--- src/phd_defines.vh ---
// Purpose: constants for the position and halt command decoder
// Assumes: byte-wide frame stream from a bus slave front end
// Notes:   definitions only
`ifndef PHD_DEFINES_VH
`define PHD_DEFINES_VH
// address byte fixed upper bits and write bit
`define PHD_ADDR_TOP      2'h3
`define PHD_ADDR_WRITE    1'h0
// command codes
`define PHD_CMD_ABS_MOVE  8'h8b
`define PHD_CMD_HALT      8'h8f
// filler byte value
`define PHD_FILLER        8'hff
// frame byte counts
`define PHD_LEN_ABS_MOVE  3'h6
`define PHD_LEN_HALT      3'h2
// byte positions inside a frame
`define PHD_IDX_ADDR      3'h0
`define PHD_IDX_CMD       3'h1
`define PHD_IDX_FILL1     3'h2
`define PHD_IDX_FILL2     3'h3
`define PHD_IDX_POS_HIGH  3'h4
`define PHD_IDX_POS_LOW   3'h5
`define PHD_IDX_LAST      3'h7
// target set-point after reset
`define PHD_TARGET_RESET  16'h0000
`endif

--- src/phd_position_halt_decoder.v ---
// Purpose: decode absolute-move and gentle-halt command frames, steer motion
// Assumes: rxValid/rxData/frameStart/frameEnd come from same-clock bus logic
// Notes:   motion engine ramps velocity; this block owns the position set-points
//          frames within two edges of reset release see the address pin low
//
// Functional notes
// - an absolute move is address, code 8b, two ff fillers, set-point high, set-point low.
// - the set-point is signed 16 bits, high byte first after the fillers.
// - an accepted move drives the motor until actual position equals the absolute set-point.
// - a move is dropped without motion when the state logic marks it not accepted.
// - over-temperature raises a gentle halt internally with no bus frame.
// - a gentle halt ramps down to minimum velocity then stops, target reached or not.
// - after the halt stop the actual position is copied into the target position.
// - the bus gentle halt is address then code 8f, with no data bytes.
`timescale 1ns/1ps
`default_nettype none
`include "phd_defines.vh"
module phd_position_halt_decoder (
    // clock and reset
    input  wire        sys_clk,
    input  wire        rst_n,
    // byte stream of one bus write frame
    input  wire        frameStart,
    input  wire        rxValid,
    input  wire [7:0]  rxData,
    input  wire        frameEnd,
    // node identity
    input  wire        node_addr_bit3,
    input  wire        node_addr_bit2,
    input  wire        node_addr_bit1,
    input  wire        node_addr_bit0,
    input  wire        address_pin_bit,
    // state logic and motion engine
    input  wire        moveAccepted,
    input  wire        overTemp,
    input  wire        atMinVelocity,
    input  wire        motorStopped,
    input  wire [15:0] actual_position,
    // outputs to motion engine
    output reg  [15:0] target_position,
    output reg         moving,
    output reg         rampToMin,
    output reg         moveStartPulse,
    output reg         haltDonePulse
);
    // ---------------------------------------------------------------
    // frame capture
    // ---------------------------------------------------------------
    reg  [2:0]  byteCount;
    reg  [7:0]  cmdByte;
    reg  [7:0]  posHigh;
    reg  [7:0]  posLow;
    reg         addrOk;
    reg         fillOk;
    reg  [1:0]  tempSync;
    reg         tempSeen;
    reg  [1:0]  pinSync;
    wire [7:0]  ownAddr = {`PHD_ADDR_TOP, node_addr_bit3, node_addr_bit2,
                           node_addr_bit1, node_addr_bit0, pinSync[1], `PHD_ADDR_WRITE};

    // ---------------------------------------------------------------
    // address pin synchroniser
    // ---------------------------------------------------------------
    // the pin is outside the clock domain, two flops before the compare
    always @(posedge sys_clk or negedge rst_n) begin
        if (!rst_n)
            pinSync <= 2'h0;
        else
            pinSync <= {pinSync[0], address_pin_bit};
    end

    // byte counter, saturating so over-long frames stay invalid
    always @(posedge sys_clk or negedge rst_n) begin
        if (!rst_n)
            byteCount <= 3'h0;
        else if (frameStart)
            byteCount <= 3'h0;
        else if (rxValid && byteCount != `PHD_IDX_LAST)
            byteCount <= byteCount + 3'h1;
    end

    // store fields by byte position
    always @(posedge sys_clk or negedge rst_n) begin
        if (!rst_n) begin
            cmdByte   <= 8'h00;
            posHigh   <= 8'h00;
            posLow    <= 8'h00;
            addrOk    <= 1'b0;
            fillOk    <= 1'b0;
        end else if (frameStart) begin
            addrOk    <= 1'b0;
            fillOk    <= 1'b1;
        end else if (rxValid) begin
            case (byteCount)
                `PHD_IDX_ADDR: addrOk <= (rxData == ownAddr);
                `PHD_IDX_CMD: cmdByte <= rxData;
                `PHD_IDX_FILL1, `PHD_IDX_FILL2: if (rxData != `PHD_FILLER) fillOk <= 1'b0;
                `PHD_IDX_POS_HIGH: posHigh <= rxData;
                `PHD_IDX_POS_LOW: posLow <= rxData;
                default: fillOk <= fillOk;
            endcase
        end
    end

    // ---------------------------------------------------------------
    // command decode at frame end
    // ---------------------------------------------------------------
    // six-byte move frame
    wire moveCmd = frameEnd && addrOk && fillOk && cmdByte == `PHD_CMD_ABS_MOVE
                   && byteCount == `PHD_LEN_ABS_MOVE;
    wire busHalt = frameEnd && addrOk && cmdByte == `PHD_CMD_HALT
                   && byteCount == `PHD_LEN_HALT;

    // ---------------------------------------------------------------
    // over-temperature
    // ---------------------------------------------------------------
    // over-temperature synchroniser and rising edge
    always @(posedge sys_clk or negedge rst_n) begin
        if (!rst_n) begin
            tempSync <= 2'h0;
            tempSeen <= 1'b0;
        end else begin
            tempSync <= {tempSync[0], overTemp};
            tempSeen <= tempSync[1];
        end
    end
    wire tempHalt = tempSync[1] && !tempSeen;
    wire haltReq = busHalt || tempHalt;

    // ---------------------------------------------------------------
    // motion control state
    // ---------------------------------------------------------------
    // one-hot codes: idle, moving to a set-point, ramping for a halt
    localparam [2:0] ST_IDLE = 3'b001;
    localparam [2:0] ST_MOVE = 3'b010;
    localparam [2:0] ST_HALT = 3'b100;
    reg [2:0] state;
    reg [2:0] next_state;

    // next state
    always @* begin
        next_state = state;
        case (state)
            ST_IDLE: begin
                if (haltReq)
                    next_state = ST_HALT;
                else if (moveCmd && moveAccepted)
                    next_state = ST_MOVE;
            end
            ST_MOVE: begin
                if (haltReq)
                    next_state = ST_HALT;
                else if (actual_position == target_position)
                    next_state = ST_IDLE;
            end
            ST_HALT: begin
                if (motorStopped && atMinVelocity)
                    next_state = ST_IDLE;
            end
            default: next_state = ST_IDLE;
        endcase
    end

    // transitions that load the target and fire the pulses
    wire enterMove = (state == ST_IDLE) && (next_state == ST_MOVE);
    wire leaveHalt = (state == ST_HALT) && (next_state == ST_IDLE);

    // state register
    always @(posedge sys_clk or negedge rst_n) begin
        if (!rst_n)
            state <= ST_IDLE;
        else
            state <= next_state;
    end

    // ---------------------------------------------------------------
    // outputs to the motion engine
    // ---------------------------------------------------------------
    // target set-point, written on move start or halt end only
    always @(posedge sys_clk or negedge rst_n) begin
        if (!rst_n) begin
            target_position <= `PHD_TARGET_RESET;
        end else if (enterMove) begin
            target_position <= {posHigh, posLow};
        end else if (leaveHalt) begin
            target_position <= actual_position;
        end
    end

    // one-cycle pulses for move start and halt end
    always @(posedge sys_clk or negedge rst_n) begin
        if (!rst_n) begin
            moveStartPulse <= 1'b0;
            haltDonePulse  <= 1'b0;
        end else begin
            moveStartPulse <= enterMove;
            haltDonePulse  <= leaveHalt;
        end
    end

    // level outputs follow the next state
    always @(posedge sys_clk or negedge rst_n) begin
        if (!rst_n) begin
            moving    <= 1'b0;
            rampToMin <= 1'b0;
        end else begin
            moving    <= (next_state == ST_MOVE);
            rampToMin <= (next_state == ST_HALT);
        end
    end
endmodule // phd_position_halt_decoder
`default_nettype wire

--- config.mk ---
export PLATFORM = sky130hd
export DESIGN_NAME = phd_position_halt_decoder
export DESIGN_NICKNAME = d
export VERILOG_FILES = /design/src/phd_position_halt_decoder.v
export VERILOG_INCLUDE_DIRS = /design/src
export SDC_FILE = /design/constraint.sdc
export NUM_CORES = 1
export LEC_CHECK = 0
export BUFFER_PORTS_ARGS = -buffer_cell sky130_fd_sc_hd__buf_2
export CAP_MARGIN = 10
export CELL_PAD_IN_SITES_DETAIL_PLACEMENT = 2
export CELL_PAD_IN_SITES_GLOBAL_PLACEMENT = 2
export CORE_MARGIN = 3
export CORE_UTILIZATION = 30
export CTS_CLUSTER_DIAMETER = 120
export DETAILED_ROUTE_END_ITERATION = 7
export GPL_TIMING_DRIVEN = 0
export HOLD_SLACK_MARGIN = 0.06
export PLACE_DENSITY = 0.74
export SLEW_MARGIN = 20
export SYNTH_ARGS = -nofsm -noshare
export SYNTH_HDL_FRONTEND = slang
export SYNTH_SLANG_ARGS = --single-unit
export TNS_END_PERCENT = 10
--- constraint.sdc ---
create_clock -name sys_clk -period 2.8 [get_ports sys_clk]
set_input_delay 0.7 -clock sys_clk [delete_from_list [all_inputs] [get_ports sys_clk]]
set_output_delay 0.7 -clock sys_clk [all_outputs]
set_load 0.02 [all_outputs]
* Word level (Yosys, flattened, before mapping) *
Index checks and enable logic that the tools add are counted.

storage, ports and cells
  bits in registers = 57

cells by class
  mux-type cells = 17
  add/sub/neg operators = 1
  eq/ne operators = 18
  reduce and logical (&&, ||, !) cells = 27
  bitwise gates (word level) = 1

operator list
  kind                                                 count
  2-to-1 mux 16 bit                                    2
  2-to-1 mux 3 bit                                     7
  equality test 16 bit                                 1
  equality test 8 bit, second input constant           2
  equality test 3 bit, second input constant           5
  equality test 3 x 2 -> 1 bit, second input constant  4
  logical AND 1 bit                                    12
  AND reduction 3 bit                                  4
  nonzero test 2 bit                                   6
  equality test 3 x 1 -> 1 bit, second input constant  3
  one-hot mux 3 bit (3 select lines)                   1
  equality test 8 bit                                  1
  inequality test 8 bit, second input constant         1
  2-to-1 mux 1 bit                                     7
  adder 3 x 1 -> 3 bit, second input constant          1
  zero test 3 bit                                      1
  inequality test 3 bit, second input constant         1
  AND reduction 2 bit                                  1
  OR reduction 2 bit                                   1
  zero test 1 bit                                      1
  logical OR 1 bit                                     1
  NOT 1 bit                                            1

* Depth between registers and ports, before layout *
Gate-level depths: netlist (run 1).

  depth after elaboration = 12
  mapped depth = 8
  gate-level depth less buffers = 6

* Worst setup path after synthesis (run 1) *
OpenSTA, ideal clock, no wires.

  kind = input to register
  start point = in frameEnd
  end point = reg target_position[10]
  arrival = 2.025 ns
  required time = 2.675 ns
  stages = 6
  slack = 0.650 ns
  path through = and4_1 > nand4_1 > or4_1 > buf_6 > buf_12 > mux2_4

on the way
  longest elaborated chain between the ends = 11
  elaborated cells between the ends (all ways) = 18
  those cells by class = 2 x eq/ne; 5 x mux; 11 x reduce/logical

ends and longest elaborated chain
  what                                                                                 line                                                              text
  start: declaration                                                                   phd_position_halt_decoder.v:26                                    input wire frameEnd,
  logical AND 1 bit (*)                                                                phd_position_halt_decoder.v:109, phd_position_halt_decoder.v:111
  logical AND 1 bit                                                                    phd_position_halt_decoder.v:109                                   wire moveCmd = frameEnd && addrOk && fillOk && cmdByte == `PHD_CMD_ABS_MOVE
  logical AND 1 bit (no source line) (2 in series)                                     n/a
  logical AND 1 bit                                                                    phd_position_halt_decoder.v:147                                   else if (moveCmd && moveAccepted)
  2-to-1 mux 3 bit                                                                     phd_position_halt_decoder.v:147
  2-to-1 mux 3 bit                                                                     phd_position_halt_decoder.v:145                                   if (haltReq)
  one-hot mux 3 bit (3 select lines) (*)                                               phd_position_halt_decoder.v:143                                   case (state)
  equality test 3 x 2 -> 1 bit / equality test 3 x 1 -> 1 bit (equally long branches)  phd_position_halt_decoder.v:165, phd_position_halt_decoder.v:166
  logical AND 1 bit, on equally long branches                                          phd_position_halt_decoder.v:165, phd_position_halt_decoder.v:166
  2-to-1 mux 16 bit / nonzero test 2 bit (equally long branches)                       n/a
  end signal: assignment                                                               phd_position_halt_decoder.v:182                                   target_position <= `PHD_TARGET_RESET;
  end signal: assignment                                                               phd_position_halt_decoder.v:184                                   target_position <= {posHigh, posLow};
  end signal: assignment                                                               phd_position_halt_decoder.v:186                                   target_position <= actual_position;
  end: declaration                                                                     phd_position_halt_decoder.v:40                                    output reg [15:0] target_position,

Every way passes the cells marked *; elsewhere a longest branch is shown, timed or not.
A chain may end at the register's enable or synchronous reset.

* Worst setup path after layout (run 1) *
  start point = reg byteCount[0]
  end point = reg target_position[11]

on the way
  longest elaborated chain between the ends = 9
  elaborated cells between the ends (all ways) = 16
  those cells by class = 4 x eq/ne; 5 x mux; 7 x reduce/logical

ends and longest elaborated chain
  what                                                                                 line                                                              text
  start: declaration                                                                   phd_position_halt_decoder.v:49                                    reg [2:0] byteCount;
  start signal: assignment                                                             phd_position_halt_decoder.v:79                                    byteCount <= byteCount + 3'h1;
  equality test 3 bit (no source line)                                                 n/a
  logical AND 1 bit (no source line)                                                   n/a
  logical AND 1 bit                                                                    phd_position_halt_decoder.v:147
  2-to-1 mux 3 bit                                                                     phd_position_halt_decoder.v:147
  2-to-1 mux 3 bit                                                                     phd_position_halt_decoder.v:145
  one-hot mux 3 bit (3 select lines) (*)                                               phd_position_halt_decoder.v:143
  equality test 3 x 2 -> 1 bit / equality test 3 x 1 -> 1 bit (equally long branches)  phd_position_halt_decoder.v:165, phd_position_halt_decoder.v:166
  logical AND 1 bit, on equally long branches                                          phd_position_halt_decoder.v:165, phd_position_halt_decoder.v:166
  2-to-1 mux 16 bit / nonzero test 2 bit (equally long branches)                       n/a

Marks and branches as above.

==> metrics, run 1 <==
Synth-to-Final Area Change=21.5%; syn_nets=250; commonest non-fill, non-tap cell in the layout=dfrtp_1; CP Capture Type=register; status=finished, final reports clean; slowest CP cell=or4_1; Clock Latency Late Sink=330 ps; hold-critical path depth=0; layout cells sized above 1=47.5%; Worst EP arrival=2500 ps; P_leak=1.69 nW; peak supply drop=0.000206 V; Sink Count=57; H-tree level count=3; average cell area after synthesis=13.4 µm²; CP max FO=10; Hold Path Class=register to register; post-synthesis async set-or-reset flop share=100%; Worst EP required=3010 ps; Slew Limit Headroom=52.0%; Root Driver=clkbuf_8; antenna violations before repair=0; initial core utilization=31.2%; final slew viol count=0; Die X=102 µm; largest net degree at the start of global routing=58; crit path kind=register to register; Cells after Synth=207; synth top area cells=dfrtp_1 51%, mux2_2 20%, xor2_1 5.1%; Remaining DRCs=0; cells on worst reg2reg path=8; R2R setup slack=510 ps; Total Routing Usage GR=14.6%; PwrDens=763 mW/mm²; RePlAce Congestion=0.718; DIE AREA=0.0104 mm²; Max clock buf depth=2; initial drt markers=41; drt pass-1 iters=4; # hold bufs at CTS=0; vias in the first global route=2,140; buffers added on ports=55; Hold WS=348 ps; most frequent cells in the layout=56 x dfrtp_1, 55 x buf_2, 49 x mux2_2, 16 x xor2_1, 12 x clkbuf_8; nets=316; first-pass GRT wire length=11.2 mm; share of the synthesized area in the top cell type=50.7%; Synth Warn #=0; Seq/Total Area, Yosys=51.7%; postcts setup bufs=0; critical path startpoint category=register; # rows=34; Yosys top cell by area=dfrtp_1; antenna violation net count after detailed routing=0; vias=1,855; Fin. Hold Viols=0; Final Setup Violations=0; worst slew pin tran=720 ps; number of synthesized flops with an enable pin=0; vias per cell=4.81; Distinct cells, synth=35; clock buffer count from CTS=9; post_cts resized=0; clock transition at the registers of the reported paths=60 ps; crit-path cells=inv_1 -> ha_1 -> and4_1 -> nand4_1 -> or4_1 -> buf_6 -> buf_12 -> mux2_4; synthesized area=0.00276 mm²; RSZ-0062 raised after global routing=false; Core Box Area=0.00885 mm²; fin util=37.9%; Max Cap Violations=0; Setup Skew=8.91 ps; Tmin final=2290 ps; final WL=6.93 mm; IO Pins=58; max incr delay on CP=510 ps; Most used DFF post-synth=dfrtp_1; die height=102 µm; grt ovf=0; filler instances=933; Setup TNS=0 ps; DP HPWL=5.04 mm; TritonCTS clock tree=built; n_diodes=0; period utilisation layout=81.9%; Max Fclk=436 MHz; Synth Register Bits=57; routed len/inst=17.9 µm
[cells by family (layout without fill, tap and decap cells)]
group	after synthesis	count (layout)	synth area share, %
AND/OR/NAND/NOR	42	42	9.33
adder cells (fa/ha/maj)	5	5	2.26
buffers and inverters	11	82	2.40
multiplexers	58	58	24.5
AO/OA/AOI/OAI	12	12	2.90
XOR/XNOR	22	22	6.97
flip-flops	57	57	51.7
[metrics by stage]
| stage | area, µm² | worst slack (ps) | std cells | power (W) |
|---|---|---|---|---|
| 2_1_floorplan | 2760 | 650 | 207 | 0.00161 |
| 3_3_place_gp | 3170 | 465 | 370 | 0.00183 |
| 3_5_place_dp | 3180 | 423 | 370 | 0.00188 |
| 4_1_cts | 3360 | 479 | 386 | 0.00260 |
| 5_1_grt | 3360 | 375 | 386 | 0.00272 |
| 6_report | 3360 | 508 | 386 | 0.00256 |
[worst max-delay path, delay by kind of cell, from the launching register on]
family | cells | cell delay, ps
simple gates | 3 | 840
mux | 1 | 300
fa+ha+maj | 1 | 170
buf+inv | 3 | 460
flops | 1 | 400
[report_power, final]
part           leakage (nW)  switching, W  internal, W
Combinational         0.862      0.000365     0.000373
Sequential            0.739      0.000120     0.000994
Clock                0.0910      0.000312     0.000396
[per-layer routing]
metal	up-vias	wire [µm]	track usage [%]
li1	872	-	-
met1	940	2880	16.5
met2	36	3700	26.0
met3	7	247	3.55
met4	0	99	6.05
met5	-	0	0
[cell usage after synthesis (2+ instances only)]
cell and count:
mux2_4 7, mux2i_1 2, xor2_1 16, nor2_1 6, a21bo_2 2, nor2b_1 5, nand4_1 6, nand4b_1 2
and2b_1 2, inv_1 4, nor4_1 4, dfrtp_1 56, ha_1 5, nand2_1 6, or4_1 2, o21ai_0 5
nand3_1 3, clkbuf_1 4, xnor2_1 6, mux2_2 49
[layout make-up]
class                   instances  area [µm²]  share of cell area (%)
clock buffers                  16         180                    5.37
plain buffers                   7        51.3                    1.53
inverters                       4        15.0                   0.447
flip-flops and latches         57        1430                    42.5
multi-input cells             139        1270                    37.8
repair buffers                 55         278                    8.27
well taps                     108         135                    4.03
[worst paths after layout]
path	from	end
max	byteCount[0]	target_position[11]
min	tempSync[0]	tempSync[1]
max reg2reg	byteCount[0]	target_position[11]
min reg2reg	tempSync[0]	tempSync[1]
max in group asynchronous	rst_n	rampToMin
min in group asynchronous	rst_n	pinSync[1]
[registers in the layout (all words and copies together), names as in the netlist]
register,cells
addrOk,1
byteCount,3
cmdByte,8
fillOk,1
haltDonePulse,1
moveStartPulse,1
moving,1
pinSync,2
posHigh,8
posLow,8
rampToMin,1
state,3
target_position,16
tempSeen,1
tempSync,2
No activity file was read; power rests on OpenSTA's default activity.
==> inputs of run 2 (changes only) <==
--- a/config.mk
+++ b/config.mk
@@ -16,7 +16,7 @@
 export DETAILED_ROUTE_END_ITERATION = 7
 export GPL_TIMING_DRIVEN = 0
 export HOLD_SLACK_MARGIN = 0.06
-export PLACE_DENSITY = 0.74
+export PLACE_DENSITY = 0.77
 export SLEW_MARGIN = 20
 export SYNTH_ARGS = -nofsm -noshare
 export SYNTH_HDL_FRONTEND = slang
==> constraint.sdc (replaced) <==
create_clock -name sys_clk -period 2 [get_ports sys_clk]
set_input_delay 0.5 -clock sys_clk [delete_from_list [all_inputs] [get_ports sys_clk]]
set_output_delay 0.5 -clock sys_clk [all_outputs]
set_load 0.02 [all_outputs]
==> run 2 against run 1 <==
Against the previous run: the flow now finishes with violations (negative setup slack); clock skew rose by 4.4 ps; clock-buffer cell count fell by 6; via count rose by 4.0%; first-iteration DRC count rose by 34%; power rose by 48%; die area did not move; design area rose by 3.9%.
==> metrics, run 2 (synthesis gave the netlist of run 1 again) <==
status=finished with violations; failing checks=negative setup slack; routed len/inst=18.4 µm (+2.8%); DP HPWL=5.08 mm (+0.87%); initial drt markers=55 (+34%); Root Driver=clkbuf_8; n_diodes=0 (unchanged); CP Capture Type=register; PwrDens=1090 mW/mm² (+43%); Slew Limit Headroom=52.4% (+0.38 points); Max Cap Violations=0 (unchanged); layout cells sized above 1=51.6% (+4.1 points); critical path startpoint category=register; drt pass-1 iters=3 (-1); Max clock buf depth=2 (unchanged); Tmin final=2090 ps (-204 ps); initial core utilization=31.2% (unchanged); die height=102 µm (unchanged); Largest register FFs=16 (unchanged); fin util=39.4% (+1.5 points); Die X=102 µm (unchanged); peak supply drop=0.000480 V (+130%); Hold Path Class=input pin to asynchronous set/reset pin; # hold bufs at CTS=0 (unchanged); final slew viol count=0 (unchanged); Final Setup Violations=16 (+16); Sink Count=57 (unchanged); Worst EP required=2210 ps (-800 ps); Max Fclk=479 MHz (+9.8%); Remaining DRCs=0 (unchanged); worst slew pin tran=715 ps (-5.68 ps); P_leak=1.76 nW (+3.8%); Hold WS=207 ps (-140 ps); H-tree level count=3 (unchanged); # rows=34 (unchanged); Core Box Area=0.00885 mm² (unchanged); most frequent cells in the layout=56 x dfrtp_1, 55 x buf_2, 49 x mux2_2, 16 x xor2_1, 9 x clkbuf_8; RSZ-0062 raised after global routing=true; Seq pwr share=41.3% (-2.2 points); Switch Pwr=0.00118 W (+48%); DIE AREA=0.0104 mm² (unchanged); Total Routing Usage GR=14.2% (-0.34 points); period utilisation layout=104% (+23 points); commonest non-fill, non-tap cell in the layout=dfrtp_1; RePlAce Congestion=0.707 (-1.6%); power share of the combinational group=27.7% (-1.1 points); TritonCTS clock tree=built; Pint=0.00262 W (+49%); CP max FO=5 (-5); crit path kind=register to register; nets=323 (+2.2%); vias per cell=4.91 (+2.2%); IO Pins=58 (unchanged); Setup WS post-layout=-88.0 ps (-596 ps); vias in the first global route=2,145 (+0.23%); largest net degree at the start of global routing=58 (unchanged); clock transition at the registers of the reported paths=80 ps (+20 ps); vias=1,930 (+4.0%); Fin. Hold Viols=0 (unchanged); first-pass GRT wire length=11.0 mm (-1.4%); Worst EP arrival=2300 ps (-200 ps); Top reg by flops=target_position; antenna violations before repair=0 (unchanged); grt ovf=0 (unchanged); Clock Latency Late Sink=340 ps (about the same); final WL=7.25 mm (+4.6%); Sw Ratio=31.0% (-0.15 points); antenna violation net count after detailed routing=0 (unchanged); buffers added on ports=55 (unchanged); Synth-to-Final Area Change=26.2%; Setup Skew=13.3 ps (+4.38 ps); Power Total=0.00380 W (+48%); clock buffer count from CTS=9 (unchanged); Clock power frac=31.0% (+3.3 points)
[run 2: critical path, cell delays in order (launching register included)]
cell	delay, ps
dfrtp_1	390
inv_2	90
ha_4	130
and4_4	220
nand4_1	110
or4_4	570
buf_12	170
mux2_4	290
[run 2: timing repair]
item	4_1_cts	5_1_grt
gates resized for setup	1	5
cloned	0	1
setup endpoints to repair	18	26
buffers inserted	6	2
pin swaps	3	2
[run 2: worst paths after layout]
check	startpoint	end	slack, ps	depth (start not counted)
setup reg to reg	byteCount[0]	target_position[9]	-90	7
min in group sys_clk	address_pin_bit	pinSync[0]	270	1
setup / recovery	byteCount[0]	target_position[9]	-90	7
hold / removal	rst_n	haltDonePulse	210	1
hold reg to reg	tempSync[0]	tempSync[1]	350	0
max in group asynchronous	rst_n	cmdByte[2]	1310	1
[run 2: final cells by class]
cell class,instances,area (µm²)
Fill cell,926,5360
Sequential cell,57,1430
Multi-Input combinational cell,139,1290
Timing Repair Buffer,64,367
Tap cell,108,135
Clock buffer,10,128
Clock inverter,6,83.8
Buffer,5,36.3
Inverter,4,15.0
[run 2: power by group through the flow]
stage / sequential (W) / combinational, W / clock [W]
global placement: 0.00157 / 0.000997 / 0
global route: 0.00160 / 0.00115 / 0.00126
finish: 0.00157 / 0.00105 / 0.00118
detailed placement: 0.00159 / 0.00104 / 0
CTS: 0.00157 / 0.00106 / 0.00121
floorplan: 0.00173 / 0.000531 / 0
[run 2: stage by stage]
| stage | setup TNS (ps) | std cells | worst slack [ps] | instance area [µm²] |
|---|---|---|---|---|
| floorplan | 0 | 207 | 14.1 | 2760 |
| global placement | -828 | 370 | -108 | 3170 |
| detailed placement | -1700 | 370 | -189 | 3180 |
| CTS | -826 | 391 | -72.0 | 3430 |
| global route | -2150 | 393 | -157 | 3490 |
| finish | -987 | 393 | -88.0 | 3490 |
[run 2: layer usage]
metal | wire length [µm] | global-route usage [%] | up-vias | share of wire, %
li1 | - | - | 888 | -
met1 | 2810 | 15.8 | 997 | 39
met2 | 4070 | 26.6 | 38 | 56
met3 | 302 | 4.03 | 7 | 4.2
met4 | 65 | 3.63 | 0 | 0.90
met5 | 0 | 0 | - | 0
